===== config.mk =====
export PLATFORM = sky130hd
export DESIGN_NAME = dvc_regs
export DESIGN_NICKNAME = d
export VERILOG_FILES = /design/src/dvc_pkg.sv /design/src/dvc_serial_rx.sv /design/src/dvc_zero_detect.sv /design/src/dvc_regs.sv
export VERILOG_INCLUDE_DIRS = /design/src /design/src/src
export SDC_FILE = /design/constraint.sdc
export NUM_CORES = 1
export LEC_CHECK = 0
export BUFFER_PORTS_ARGS = -buffer_cell sky130_fd_sc_hd__buf_4
export CAP_MARGIN = 10
export CORE_AREA = 2 2 155 157
export CTS_CLUSTER_SIZE = 28
export DETAILED_ROUTE_END_ITERATION = 10
export DIE_AREA = 0 0 157 159
export GPL_ROUTABILITY_DRIVEN = 0
export HOLD_SLACK_MARGIN = 0.02
export PLACE_DENSITY = 0.74
export SLEW_MARGIN = 40
export SYNTH_ARGS = -nofsm -noshare
export SYNTH_HDL_FRONTEND = slang
export SYNTH_SLANG_ARGS = --single-unit

===== constraint.sdc =====
create_clock -name mclk_i -period 7.1 [get_ports mclk_i]
set_input_delay 0.355 -clock mclk_i [delete_from_list [all_inputs] [get_ports mclk_i]]
set_output_delay 0.355 -clock mclk_i [all_outputs]
set_load 0.005 [all_outputs]

===== src/dvc_cfg.svh =====
// Register map offsets, field positions, reset values and counts of the volume control bank
`ifndef DVC_CFG_SVH
`define DVC_CFG_SVH

// =====================================================
// Register offsets (7-bit control address)
`define DVC_ADDR_LEFT_LOW 7'h00
`define DVC_ADDR_LEFT_HIGH 7'h01
`define DVC_ADDR_RIGHT_LOW 7'h02
`define DVC_ADDR_RIGHT_HIGH 7'h03
`define DVC_ADDR_GAIN_MUTE 7'h04
`define DVC_ADDR_FORMAT 7'h05
`define DVC_ADDR_INTERP 7'h06
`define DVC_ADDR_MODE_A 7'h07
`define DVC_ADDR_MODE_B 7'h08
`define DVC_ADDR_SOFT_RESET 7'h09
`define DVC_ADDR_BITSTREAM 7'h20

// =====================================================
// Reset values
`define DVC_RST_ATTEN_PART 5'h00
`define DVC_RST_GAIN_MUTE 8'h00
`define DVC_RST_FORMAT 9'h00A
`define DVC_RST_INTERP 9'h000
`define DVC_RST_MODE_A 9'h000
`define DVC_RST_MODE_B 9'h002
`define DVC_RST_BITSTREAM 9'h000
`define DVC_RST_ATTEN 10'h000

// =====================================================
// Field positions
`define DVC_BIT_APPLY 5
`define DVC_BIT_RAMP 0
`define DVC_BIT_CLIP 1
`define DVC_BIT_GANG 2
`define DVC_BIT_SMUTE 3
`define DVC_BIT_IZD 4
`define DVC_BIT_ZROUTE_LO 5
`define DVC_BIT_ZROUTE_HI 6
`define DVC_BIT_SILENCE 7
`define DVC_BIT_ZFORCE 7
`define DVC_BIT_MODESEL_HI 1
`define DVC_BIT_MODESEL_LO 0

// =====================================================
// Codes and counts
`define DVC_MODESEL_PCM 2'h0
`define DVC_MODESEL_DIRECT 2'h1
`define DVC_MODESEL_PLUS 2'h2
`define DVC_ATTEN_MAX 10'h3FF
`define DVC_ATTEN_STEP 10'h001
`define DVC_ZERO_RUN 11'h400
`define DVC_ZERO_ONE 11'h001
`define DVC_FRAME_BITS 5'h10
`define DVC_BIT_ONE 5'h01

`endif


===== src/dvc_pkg.sv =====
// Types shared by the volume control bank modules
package dvc_pkg;

	// =====================================================
	// One decoded control word from the serial port
	typedef struct packed {
		logic wr;
		logic [6:0] addr;
		logic [8:0] data;
	} dvc_wr_t;

	// Attenuation pair: index 0 left, index 1 right
	typedef logic [1:0][9:0] dvc_att_t;

	// Zero indicator routing codes
	typedef enum logic [1:0] {
		DVC_ZR_BOTH = 2'h0,
		DVC_ZR_LEFT = 2'h1,
		DVC_ZR_RIGHT = 2'h2,
		DVC_ZR_OFF = 2'h3
	} dvc_zroute_t;

	// Stored settings passed on to the datapath unchanged
	typedef struct packed {
		logic [8:0] format;
		logic [8:0] interp;
		logic [8:0] mode_a;
		logic [8:0] mode_b;
		logic [8:0] bitstream;
	} dvc_misc_cfg_t;

endpackage


===== src/dvc_serial_rx.sv =====
// Three-wire serial control receiver: 16-bit frames of address and data
`timescale 1ns/10ps
`include "dvc_cfg.svh"

module dvc_serial_rx
(
	input wire logic mclk_i,
	input wire logic rst_n_i,
	input wire logic ce_i,
	input wire logic ctl_sclk_i,
	input wire logic ctl_sdin_i,
	input wire logic ctl_latch_n_i,
	output dvc_pkg::dvc_wr_t wr_o
);

	typedef struct packed {
		logic [2:0] sclk;
		logic [2:0] latch_n;
		logic [1:0] sdin;
		logic [15:0] shift;
		logic [4:0] cnt;
		dvc_pkg::dvc_wr_t wr;
	} dvc_rx_state_t;

	dvc_rx_state_t st_r;
	dvc_rx_state_t st_nxt;
	logic sclk_rise;
	logic latch_rise;

	// =====================================================
	// Synchronisers, shifter and frame latch
	always_comb
	begin
		st_nxt = st_r;
		st_nxt.sclk = {st_r.sclk[1:0], ctl_sclk_i};
		st_nxt.latch_n = {st_r.latch_n[1:0], ctl_latch_n_i};
		st_nxt.sdin = {st_r.sdin[0], ctl_sdin_i};
		st_nxt.wr.wr = 1'b0;
		sclk_rise = st_r.sclk[1] & ~st_r.sclk[2];
		latch_rise = st_r.latch_n[1] & ~st_r.latch_n[2];
		if (st_r.latch_n[1] && !latch_rise)
			st_nxt.cnt = 5'h00;
		else if (sclk_rise && !st_r.latch_n[1] && st_r.cnt != `DVC_FRAME_BITS)
		begin
			st_nxt.shift = {st_r.shift[14:0], st_r.sdin[1]};
			st_nxt.cnt = st_r.cnt + `DVC_BIT_ONE;
		end
		// Frames shorter than 16 bits are dropped; bits after the sixteenth are ignored
		if (latch_rise && st_r.cnt == `DVC_FRAME_BITS)
		begin
			st_nxt.wr.wr = 1'b1;
			st_nxt.wr.addr = st_r.shift[15:9];
			st_nxt.wr.data = st_r.shift[8:0];
		end
	end

	// State register
	always_ff @(posedge mclk_i)
	begin
		if (!rst_n_i)
			st_r <= '{sclk: 3'h0, latch_n: 3'h7, sdin: 2'h0, shift: 16'h0000,
				cnt: 5'h00, wr: '0};
		else if (ce_i)
			st_r <= st_nxt;
	end

	assign wr_o = st_r.wr;

endmodule // dvc_serial_rx


===== src/dvc_zero_detect.sv =====
// Run detector for consecutive zero input samples on one channel
`timescale 1ns/10ps
`include "dvc_cfg.svh"

module dvc_zero_detect
(
	input wire logic mclk_i,
	input wire logic rst_n_i,
	input wire logic ce_i,
	input wire logic en_i,
	input wire logic tick_i,
	input wire logic zero_i,
	output logic zero_o
);

	typedef struct packed {
		logic [10:0] cnt;
		logic zero;
	} dvc_zd_state_t;

	dvc_zd_state_t st_r;
	dvc_zd_state_t st_nxt;

	// =====================================================
	// Saturating zero-run counter
	always_comb
	begin
		st_nxt = st_r;
		if (!en_i)
			st_nxt.cnt = 11'h000;
		else if (tick_i)
		begin
			if (!zero_i)
				st_nxt.cnt = 11'h000;
			else if (st_r.cnt != `DVC_ZERO_RUN)
				st_nxt.cnt = st_r.cnt + `DVC_ZERO_ONE;
		end
		st_nxt.zero = (st_nxt.cnt == `DVC_ZERO_RUN);
	end

	// State register
	always_ff @(posedge mclk_i)
	begin
		if (!rst_n_i)
			st_r <= '0;
		else if (ce_i)
			st_r <= st_nxt;
	end

	assign zero_o = st_r.zero;
endmodule // dvc_zero_detect


===== src/dvc_regs.sv =====
// Volume control register bank: staged attenuation, ramping, mute and zero flag routing
`timescale 1ns/10ps
`include "dvc_cfg.svh"

// Overview of operation
// - Left low attenuation part, eighth-dB steps
// - Left high attenuation part, four-dB steps
// - Right low attenuation part, eighth-dB steps
// - Right high attenuation part, four-dB steps
// - Apply flag clear: store only
// - Apply flag set: apply stored parts, left pair to both when ganged
// - Ramp bit: gradual change, else step
// - Anti-clip bit cuts gain two dB
// - Gang bit: right uses left value
// - Soft mute bit mutes both channels
// - Zero detect enable, 1024 sample run
// - Route field selects zero indicator source
// - Analogue mute in one-bit-stream mode
module dvc_regs
(
	input wire logic mclk_i,
	input wire logic rst_n_i,
	input wire logic ce_i,
	input wire logic ctl_sclk_i,
	input wire logic ctl_sdin_i,
	input wire logic ctl_latch_n_i,
	input wire logic sample_tick_i,
	input wire logic left_zero_sample_i,
	input wire logic right_zero_sample_i,
	output logic [9:0] left_atten_value_o,
	output logic [9:0] right_atten_value_o,
	output logic ramp_busy_o,
	output logic soft_mute_o,
	output logic anti_clip_cut_o,
	output logic zero_indicator_out_o,
	output logic output_stage_silence_o,
	output dvc_pkg::dvc_misc_cfg_t misc_cfg_o
);

	typedef struct packed {
		logic [4:0] left_low_part;
		logic [4:0] left_high_part;
		logic [4:0] right_low_part;
		logic [4:0] right_high_part;
		logic [7:0] gain_mute;
		dvc_pkg::dvc_misc_cfg_t misc;
		dvc_pkg::dvc_att_t tgt;
		dvc_pkg::dvc_att_t cur;
		logic busy;
		logic smute;
		logic clip;
		logic zero_indicator_out;
		logic silence;
	} dvc_regs_state_t;

	localparam dvc_regs_state_t DVC_RST_STATE = '{
		left_low_part: `DVC_RST_ATTEN_PART,
		left_high_part: `DVC_RST_ATTEN_PART,
		right_low_part: `DVC_RST_ATTEN_PART,
		right_high_part: `DVC_RST_ATTEN_PART,
		gain_mute: `DVC_RST_GAIN_MUTE,
		misc: '{format: `DVC_RST_FORMAT, interp: `DVC_RST_INTERP,
			mode_a: `DVC_RST_MODE_A, mode_b: `DVC_RST_MODE_B,
			bitstream: `DVC_RST_BITSTREAM},
		tgt: {`DVC_RST_ATTEN, `DVC_RST_ATTEN},
		cur: {`DVC_RST_ATTEN, `DVC_RST_ATTEN},
		busy: 1'b0,
		smute: 1'b0,
		clip: 1'b0,
		zero_indicator_out: 1'b0,
		silence: 1'b0
	};

	dvc_regs_state_t st_r;
	dvc_regs_state_t st_nxt;
	dvc_pkg::dvc_wr_t wr;
	logic [1:0] chan_zero;
	logic [1:0] chan_zero_sample;
	logic apply;
	logic [9:0] eff_tgt;
	dvc_pkg::dvc_zroute_t zroute;

	// =====================================================
	// Helpers
	// One attenuation step toward the goal
	function automatic logic [9:0] step_toward(input logic [9:0] cur, input logic [9:0] goal);
		if (cur < goal)
			step_toward = cur + `DVC_ATTEN_STEP;
		else if (cur > goal)
			step_toward = cur - `DVC_ATTEN_STEP;
		else
			step_toward = cur;
	endfunction

	// True when the mode field selects a one-bit-stream path
	function automatic logic is_one_bit_stream(input logic [8:0] mode_a);
		is_one_bit_stream =
			(mode_a[`DVC_BIT_MODESEL_HI:`DVC_BIT_MODESEL_LO] == `DVC_MODESEL_DIRECT) ||
			(mode_a[`DVC_BIT_MODESEL_HI:`DVC_BIT_MODESEL_LO] == `DVC_MODESEL_PLUS);
	endfunction

	// True for a write to one of the four attenuation parts
	function automatic logic is_atten_addr(input logic [6:0] addr);
		is_atten_addr = (addr == `DVC_ADDR_LEFT_LOW) || (addr == `DVC_ADDR_LEFT_HIGH) ||
			(addr == `DVC_ADDR_RIGHT_LOW) || (addr == `DVC_ADDR_RIGHT_HIGH);
	endfunction

	// =====================================================
	// Serial control port
	dvc_serial_rx u_rx
	(
		.mclk_i(mclk_i),
		.rst_n_i(rst_n_i),
		.ce_i(ce_i),
		.ctl_sclk_i(ctl_sclk_i),
		.ctl_sdin_i(ctl_sdin_i),
		.ctl_latch_n_i(ctl_latch_n_i),
		.wr_o(wr)
	);

	// =====================================================
	// Per-channel zero run detectors
	assign chan_zero_sample = {right_zero_sample_i, left_zero_sample_i};

	genvar gi;
	generate
		for (gi = 0; gi < 2; gi++)
		begin : g_zero
			dvc_zero_detect u_zd
			(
				.mclk_i(mclk_i),
				.rst_n_i(rst_n_i),
				.ce_i(ce_i),
				.en_i(st_r.gain_mute[`DVC_BIT_IZD]),
				.tick_i(sample_tick_i),
				.zero_i(chan_zero_sample[gi]),
				.zero_o(chan_zero[gi])
			);
		end
	endgenerate

	// =====================================================
	// Next state
	always_comb
	begin
		st_nxt = st_r;
		eff_tgt = `DVC_RST_ATTEN;
		zroute = dvc_pkg::dvc_zroute_t'(st_r.gain_mute[`DVC_BIT_ZROUTE_HI:`DVC_BIT_ZROUTE_LO]);
		apply = wr.wr && is_atten_addr(wr.addr) && wr.data[`DVC_BIT_APPLY];
		// Register writes; parts are stored whatever the apply flag says
		if (wr.wr)
		begin
			unique case (wr.addr)
				`DVC_ADDR_LEFT_LOW: st_nxt.left_low_part = wr.data[4:0];
				`DVC_ADDR_LEFT_HIGH: st_nxt.left_high_part = wr.data[4:0];
				`DVC_ADDR_RIGHT_LOW: st_nxt.right_low_part = wr.data[4:0];
				`DVC_ADDR_RIGHT_HIGH: st_nxt.right_high_part = wr.data[4:0];
				`DVC_ADDR_GAIN_MUTE: st_nxt.gain_mute = wr.data[7:0];
				`DVC_ADDR_FORMAT: st_nxt.misc.format = wr.data;
				`DVC_ADDR_INTERP: st_nxt.misc.interp = wr.data;
				`DVC_ADDR_MODE_A: st_nxt.misc.mode_a = wr.data;
				`DVC_ADDR_MODE_B: st_nxt.misc.mode_b = wr.data;
				`DVC_ADDR_BITSTREAM: st_nxt.misc.bitstream = wr.data;
				default: ;
			endcase
		end
		// Apply: the stored parts become the target, the left parts for both channels when ganged
		if (apply)
		begin
			st_nxt.tgt[0] = {st_nxt.left_high_part, st_nxt.left_low_part};
			if (st_r.gain_mute[`DVC_BIT_GANG])
				st_nxt.tgt[1] = st_nxt.tgt[0];
			else
				st_nxt.tgt[1] = {st_nxt.right_high_part, st_nxt.right_low_part};
		end
		// Active attenuation follows the target, ramped or stepped
		for (int i = 0; i < 2; i++)
		begin
			eff_tgt = st_r.gain_mute[`DVC_BIT_SMUTE] ? `DVC_ATTEN_MAX : st_r.tgt[i];
			if (st_r.gain_mute[`DVC_BIT_RAMP] || st_r.gain_mute[`DVC_BIT_SMUTE])
			begin
				if (sample_tick_i)
					st_nxt.cur[i] = step_toward(st_r.cur[i], eff_tgt);
			end
			else
				st_nxt.cur[i] = eff_tgt;
		end
		st_nxt.busy = (st_nxt.cur[0] != st_nxt.tgt[0]) || (st_nxt.cur[1] != st_nxt.tgt[1]);
		st_nxt.smute = st_r.gain_mute[`DVC_BIT_SMUTE];
		st_nxt.clip = st_r.gain_mute[`DVC_BIT_CLIP];
		st_nxt.silence = st_r.gain_mute[`DVC_BIT_SILENCE] && is_one_bit_stream(st_r.misc.mode_a);
		// Zero indicator routing, with the force-high override
		unique case (zroute)
			dvc_pkg::DVC_ZR_BOTH: st_nxt.zero_indicator_out = chan_zero[0] & chan_zero[1];
			dvc_pkg::DVC_ZR_LEFT: st_nxt.zero_indicator_out = chan_zero[0];
			dvc_pkg::DVC_ZR_RIGHT: st_nxt.zero_indicator_out = chan_zero[1];
			dvc_pkg::DVC_ZR_OFF: st_nxt.zero_indicator_out = 1'b0;
		endcase
		if (st_r.misc.interp[`DVC_BIT_ZFORCE])
			st_nxt.zero_indicator_out = 1'b1;
		// Soft reset write restores every default
		if (wr.wr && wr.addr == `DVC_ADDR_SOFT_RESET)
			st_nxt = DVC_RST_STATE;
	end

	// State register
	always_ff @(posedge mclk_i)
	begin
		if (!rst_n_i)
			st_r <= DVC_RST_STATE;
		else if (ce_i)
			st_r <= st_nxt;
	end

	// =====================================================
	// Outputs, all from the state register
	assign left_atten_value_o = st_r.cur[0];
	assign right_atten_value_o = st_r.cur[1];
	assign ramp_busy_o = st_r.busy;
	assign soft_mute_o = st_r.smute;
	assign anti_clip_cut_o = st_r.clip;
	assign zero_indicator_out_o = st_r.zero_indicator_out;
	assign output_stage_silence_o = st_r.silence;
	assign misc_cfg_o = st_r.misc;
endmodule // dvc_regs


==> results.json, run 1 <==
{
  "setup_violations": 0,
  "postCtsHoldBufs": 0,
  "grt_overflow": 0,
  "path_cells": "nor2_1, ha_1, a211oi_1, o21bai_1, a211oi_4, nand2_1, a2111oi_0, a221oi_1, o21ai_0, nor4_1, and4_1, a221oi_2",
  "antenna_cells": 0,
  "fin_crit_ns": 3.75,
  "startpoint_type": "flip-flop",
  "dpl_worst_slack_ns": 3.20,
  "grt_max_degree": 133,
  "postLayoutSetupSlackWorst_ns": 3.35,
  "fmax_mhz": 267,
  "htree_num_levels": 4,
  "total_power_mw": 2.14,
  "hold_slack_ns": 0.146,
  "p_int_mw": 1.57,
  "synth_fp_nets": 1433,
  "io_buffers": 78,
  "relSlewSlack": 0.401,
  "placed_area_um2": 11600,
  "run_status": "completed",
  "ys.warnings.count": 0,
  "die_x_um": 157,
  "grt_pass1_vias": 8978,
  "synthArstFlopShare": 0,
  "grt_first_pass_wirelength_um": 46000,
  "slew_viol_final": 0,
  "finClkSkew_ns": 0.0165,
  "grt_setup_unrepaired": "false",
  "r2r_setup_slack_ns": 3.35,
  "drtPass1Iterations": 5,
  "setup_tns_ns": 0,
  "avgViaCountPerCell": 5.75,
  "wl_per_cell_um": 17.0,
  "crit_arrival_ns": 4.11,
  "tightest_slew_ns": 0.896,
  "clock_latency_ns": 0.45,
  "required_ns": 7.47,
  "end_kind": "flip-flop",
  "fin_nets": 1373,
  "hold_viol_final": 0,
  "postSynthCellCount": 1394,
  "clockBufferDepth": 2,
  "core_um2": 23200,
  "wl_um": 28300,
  "drv_cap": 0,
  "stdcell_count": 1666,
  "remaining_drc_errors": 0,
  "combPwrFrac": 0.030,
  "ys_seq_area_frac": 0.329,
  "cts_buffers": 17,
  "pwr-share-seq": 0.494,
  "synth_cell_types": 72,
  "hold_path_class": "primary input to flip-flop",
  "crit_fanout": 24,
  "antenna_found_initial": 0,
  "syn_avg_cell_area_um2": 8.20,
  "post_cts_buffers": 0,
  "vias": 9578,
  "cpMaxStageDelayCell": "dfxtp_2",
  "die-height_um": 159,
  "ant_nets": 0,
  "final_cell_area_um2": 12300,
  "clk_pin_slew_ns": 0.09,
  "switching_share": 0.264,
  "cts_resized": 0,
  "layout_worst_path_cycle_share": 0.528,
  "clkPwrFrac": 0.476,
  "grt_util_all_layers": 0.225,
  "die_area_um2": 25000,
  "initial_utilization": 0.493,
  "boundaryPins": 79,
  "drive_above_1_share": 0.110,
  "synth_edf_count": 0,
  "p_per_area_nw_per_um2": 174,
  "fin_util": 0.530,
  "place_inst": 1634,
  "clockRootBuffer": "clkbuf_16",
  "p_sw_mw": 0.565,
  "cts.sinks": 188,
  "place_hpwl_um": 19100,
  "power.leakage_nw": 4.39,
  "tritoncts": "built",
  "drt_iter0_markers": 793,
  "critical_path.max_stage_delay_ns": 0.65,
  "peakVddDrop_mv": 0.147,
  "syn-cell-area_um2": 11400,
  "syn2layout_area_growth_pct": 7.56,
  "crit_type": "flip-flop to flip-flop",
  "synth-seq-cells": 188,
  "rows": 56,
  "ys.flop_type": "dfxtp_1"
}
[power by group through the flow]
stage / sequential [mW] / combinational [mW] / clock [mW]
after floorplan: 1.08 / 0.0463 / 0
final: 1.06 / 0.0633 / 1.02
after global routing: 1.06 / 0.0683 / 1.07
after global placement: 1.08 / 0.0627 / 0
after detailed placement: 1.08 / 0.0627 / 0
after CTS: 1.06 / 0.0628 / 1.04
[cells by family (layout without fill, tap and decap cells)]
logic type                 count (synthesis)  in the layout  share of synthesized area
buffers and inverters                    197            150                     0.0880
DFF                                      188            188                      0.329
adders and majority gates                 30             30                     0.0329
xor gates and xnor gates                  48             48                     0.0380
AOI/OAI and AO/OA                        274            274                      0.157
muxes                                    122            122                      0.109
and+or+nand+nor                          535            535                      0.246
[cell type report]
class / instances / area [µm²]
Clock inverter: 15 / 218
Multi-Input combinational cell: 1009 / 6690
Inverter: 27 / 101
Tap cell: 319 / 399
Sequential cell: 188 / 3760
Fill cell: 2143 / 10900
Clock buffer: 17 / 425
Timing Repair Buffer: 91 / 687
[cells in the mapped netlist (4+ instances only)]
| cell type | n | area share |
|---|---|---|
| dfxtp_1 | 188 | 0.33 |
| nor2b_1 | 136 | 0.074 |
| nand2_1 | 118 | 0.039 |
| mux2i_1 | 112 | 0.098 |
| nor2_1 | 98 | 0.032 |
| clkbuf_1 | 83 | 0.027 |
| a21oi_1 | 76 | 0.033 |
| buf_4 | 67 | 0.044 |
| o21ai_0 | 46 | 0.020 |
| nand3_1 | 36 | 0.016 |
| ha_1 | 30 | 0.033 |
| xnor2_1 | 30 | 0.023 |
| and2_1 | 29 | 0.016 |
| a21boi_0 | 28 | 0.018 |
| inv_1 | 27 | 0.0089 |
| a32oi_1 | 26 | 0.020 |
| nand4_1 | 24 | 0.013 |
| nor3_1 | 21 | 0.0092 |
| and3_1 | 20 | 0.011 |
| nor4_1 | 17 | 0.0093 |
| xor2_1 | 17 | 0.013 |
| o22ai_1 | 13 | 0.0071 |
| o31ai_1 | 13 | 0.0085 |
| buf_2 | 11 | 0.0048 |
| a22oi_1 | 10 | 0.0066 |
| a31oi_1 | 8 | 0.0044 |
| buf_1 | 8 | 0.0026 |
| o211ai_1 | 8 | 0.0053 |
| a211oi_1 | 7 | 0.0046 |
| mux2_2 | 7 | 0.0069 |
| o21ai_1 | 6 | 0.0026 |
| or3_1 | 6 | 0.0033 |
| o2bb2ai_1 | 5 | 0.0038 |
| and4_1 | 4 | 0.0031 |
| nand2b_1 | 4 | 0.0022 |
[routing by layer]
metal,up-vias,wire (µm),track usage
li1,4717,-,-
met1,4497,12500,0.300
met2,305,13300,0.363
met3,59,1690,0.0403
met4,0,734,0.0792
met5,-,0,0
[worst paths after layout]
kind	end	cells past startpoint	from
hold / removal	u_rx.st_nxt[41]	3	ctl_latch_n_i
setup reg to reg	ramp_busy_o	12	st_r[93]
setup / recovery	ramp_busy_o	12	st_r[93]
hold reg to reg	u_rx.st_r[21]	1	u_rx.st_r[21]
[sequential cells by signal (all words and copies together), names as in the netlist]
signal / flops
st_r: 48
misc_cfg_o: 45
u_rx.st_r: 24
g_zero.u_zd.st_r: 22
u_rx.wr_o: 17
left_atten_value_o: 10
right_atten_value_o: 10
u_rx.st_nxt: 5
g_zero.u_zd.zero_o: 2
anti_clip_cut_o: 1
output_stage_silence_o: 1
ramp_busy_o: 1
soft_mute_o: 1
zero_indicator_out_o: 1
[critical path, delay by kind of cell (launching register included)]
family	cells	cell delay, ns
flops	1	0.65
fa+ha+maj	1	0.33
simple gates	4	0.47
compound gates	7	2.23
[layout by cell type (no fill, tap or decap), types with 29 or more instances in the layout]
cell type    n
xnor2_1     30
nand2_1    118
a21oi_1     76
mux2i_1    112
nand3_1     36
nor2_1      97
ha_1        30
o21ai_0     46
dfxtp_1    187
nor2b_1    136
buf_4       90
and2_1      29
Note: power is estimated with default switching activity, not from simulation.
==> run 2: changes to the inputs <==
==> constraint.sdc (replaced) <==
create_clock -name mclk_i -period 3.75 [get_ports mclk_i]
set_input_delay 0.1875 -clock mclk_i [delete_from_list [all_inputs] [get_ports mclk_i]]
set_output_delay 0.1875 -clock mclk_i [all_outputs]
set_load 0.005 [all_outputs]
==> run 2 against run 1 <==
  * Wire length grew 2.3%
  * Cell area grew 1.3%
  * Sequential power rose by 89%
  * Worst hold slack better by 0.030 ns
  * Flip-flop and latch count unchanged
  * Maximum frequency up 9.0%
  * Largest cell class unchanged
  * Via count grew 2.8%
==> results.json, run 2 (synthesized netlist as in run 1, its figures left out) <==
{
  "total_power_mw": 4.11,
  "grt_first_pass_wirelength_um": 47700,
  "grt_util_all_layers": 0.233,
  "crit_fanout": 10,
  "largest_reg_flops": 48,
  "place_hpwl_um": 19900,
  "hold_viol_final": 0,
  "required_ns": 4.06,
  "fin_crit_ns": 3.44,
  "die_x_um": 157,
  "fillerInstances": 2138,
  "io_buffers": 78,
  "setup_tns_ns": 0,
  "wl_per_cell_um": 17.2,
  "core_um2": 23200,
  "antenna_cells": 0,
  "clock_latency_ns": 0.45,
  "die-height_um": 159,
  "power.leakage_nw": 4.49,
  "die_area_um2": 25000,
  "place_inst": 1651,
  "initial_utilization": 0.493,
  "grtUsageMet2": 0.367,
  "crit_arrival_ns": 3.75,
  "clk_pin_slew_ns": 0.08,
  "slew_viol_final": 0,
  "p_per_area_nw_per_um2": 330,
  "grt_pass1_vias": 9264,
  "clockBufferDepth": 2,
  "peakVddDrop_mv": 0.245,
  "final_cell_mix": "187 x dfxtp_1, 136 x nor2b_1, 118 x nand2_1",
  "drt_iter0_markers": 832,
  "rr_startpoint": "u_rx.wr_o[12]",
  "drive_above_1_share": 0.121,
  "largest-register": "st_r",
  "postLayoutSetupSlackWorst_ns": 0.312,
  "cts_buffers": 17,
  "syn2layout_area_growth_pct": 8.94,
  "layout_worst_path_cycle_share": 0.917,
  "grt_max_degree": 71,
  "run_status": "completed",
  "tritoncts": "built",
  "final_common_cell": "dfxtp_1",
  "grt_overflow": 0,
  "avgViaCountPerCell": 5.84,
  "drtPass1Iterations": 5,
  "use_met1": 0.323,
  "r2r_setup_slack_ns": 0.31,
  "hold_path_class": "primary input to flip-flop",
  "worstSetupStartpoint": "u_rx.wr_o[12]",
  "drv_cap": 0,
  "boundaryPins": 79,
  "wl_um": 29000,
  "grt_use_met3": 0.0414,
  "crit_type": "flip-flop to flip-flop",
  "r2r_cells": 10,
  "end_kind": "flip-flop",
  "htree_num_levels": 4,
  "grt_setup_unrepaired": "false",
  "stdcell_count": 1686,
  "ant_nets": 0,
  "fin_nets": 1393,
  "tightest_slew_ns": 0.752,
  "r2r_end": "ramp_busy_o",
  "post_cts_buffers": 0,
  "vias": 9845,
  "startpoint_type": "flip-flop",
  "fmax_mhz": 291,
  "setup_violations": 0,
  "worstSetupEndpoint": "ramp_busy_o",
  "clockRootBuffer": "clkbuf_16",
  "antenna_found_initial": 0,
  "finClkSkew_ns": 0.0129,
  "rows": 56,
  "top_usage_layer": "met2",
  "hold_slack_ns": 0.177,
  "cts.sinks": 188,
  "dpl_worst_slack_ns": -0.00831,
  "relSlewSlack": 0.497,
  "remaining_drc_errors": 0
}
## run 2: metal layers
| layer | vias up | wire, µm |
|---|---|---|
| met5 | - | 0 |
| met4 | 0 | 650 |
| met3 | 62 | 2150 |
| met2 | 384 | 13200 |
| met1 | 4650 | 12900 |
| li1 | 4749 | - |
## run 2: how the worst min path moves through the flow
stage / end / start / slack [ns] / cells after the start
after global placement: u_rx.st_nxt[41] / ctl_latch_n_i / 0.41 / 3
after CTS: u_rx.st_nxt[42] / rst_n_i / 0.17 / 2
final: u_rx.st_nxt[42] / rst_n_i / 0.18 / 2
after floorplan: u_rx.st_nxt[41] / ctl_latch_n_i / 0.32 / 2
after detailed placement: u_rx.st_nxt[41] / ctl_latch_n_i / 0.42 / 3
after global routing: anti_clip_cut_o / ce_i / 0.19 / 3
## run 2: where the power goes
| group | switching, mW | internal [mW] | total [mW] |
|---|---|---|---|
| Sequential | 0.00258 | 2.00 | 2.00 |
| Clock | 1.03 | 0.956 | 1.99 |
| Combinational | 0.0791 | 0.0459 | 0.125 |
| Total | 1.11 | 3.00 | 4.11 |
## run 2: timing repair
action,4_1_cts,5_1_grt
hold buffers,3,0
gates resized for setup,1,1
endpoints found under the setup margin,1,1
hold endpoints to repair,3,0
## run 2: area by class of cell
class                   count  area [µm²]  share of cell area
flip-flops and latches    188        3770               0.303
clock inverters            15         229              0.0184
multi-input cells        1009        6680               0.537
inverters                  27         101             0.00814
well taps                 319         399              0.0321
repair buffers            111         841              0.0676
clock buffers              17         425              0.0342
## run 2: per-stage QoR
step,util,cell area (µm²)
detailed placement,0.507,11800
floorplan,-,11400
CTS,0.536,12400
global route,0.537,12400
finish,0.537,12400
global placement,0.506,11700
## run 2: worst max-delay path: stages, from the launching register on
cell and delay (ns):
dfxtp_1 0.40, nor4_2 0.48, and4_1 0.53, mux2i_1 0.40, mux2i_2 0.18, xnor2_1 0.16
a2111oi_0 0.42, nor3_1 0.15, nor4_1 0.28, and4_1 0.25, a221oi_2 0.05
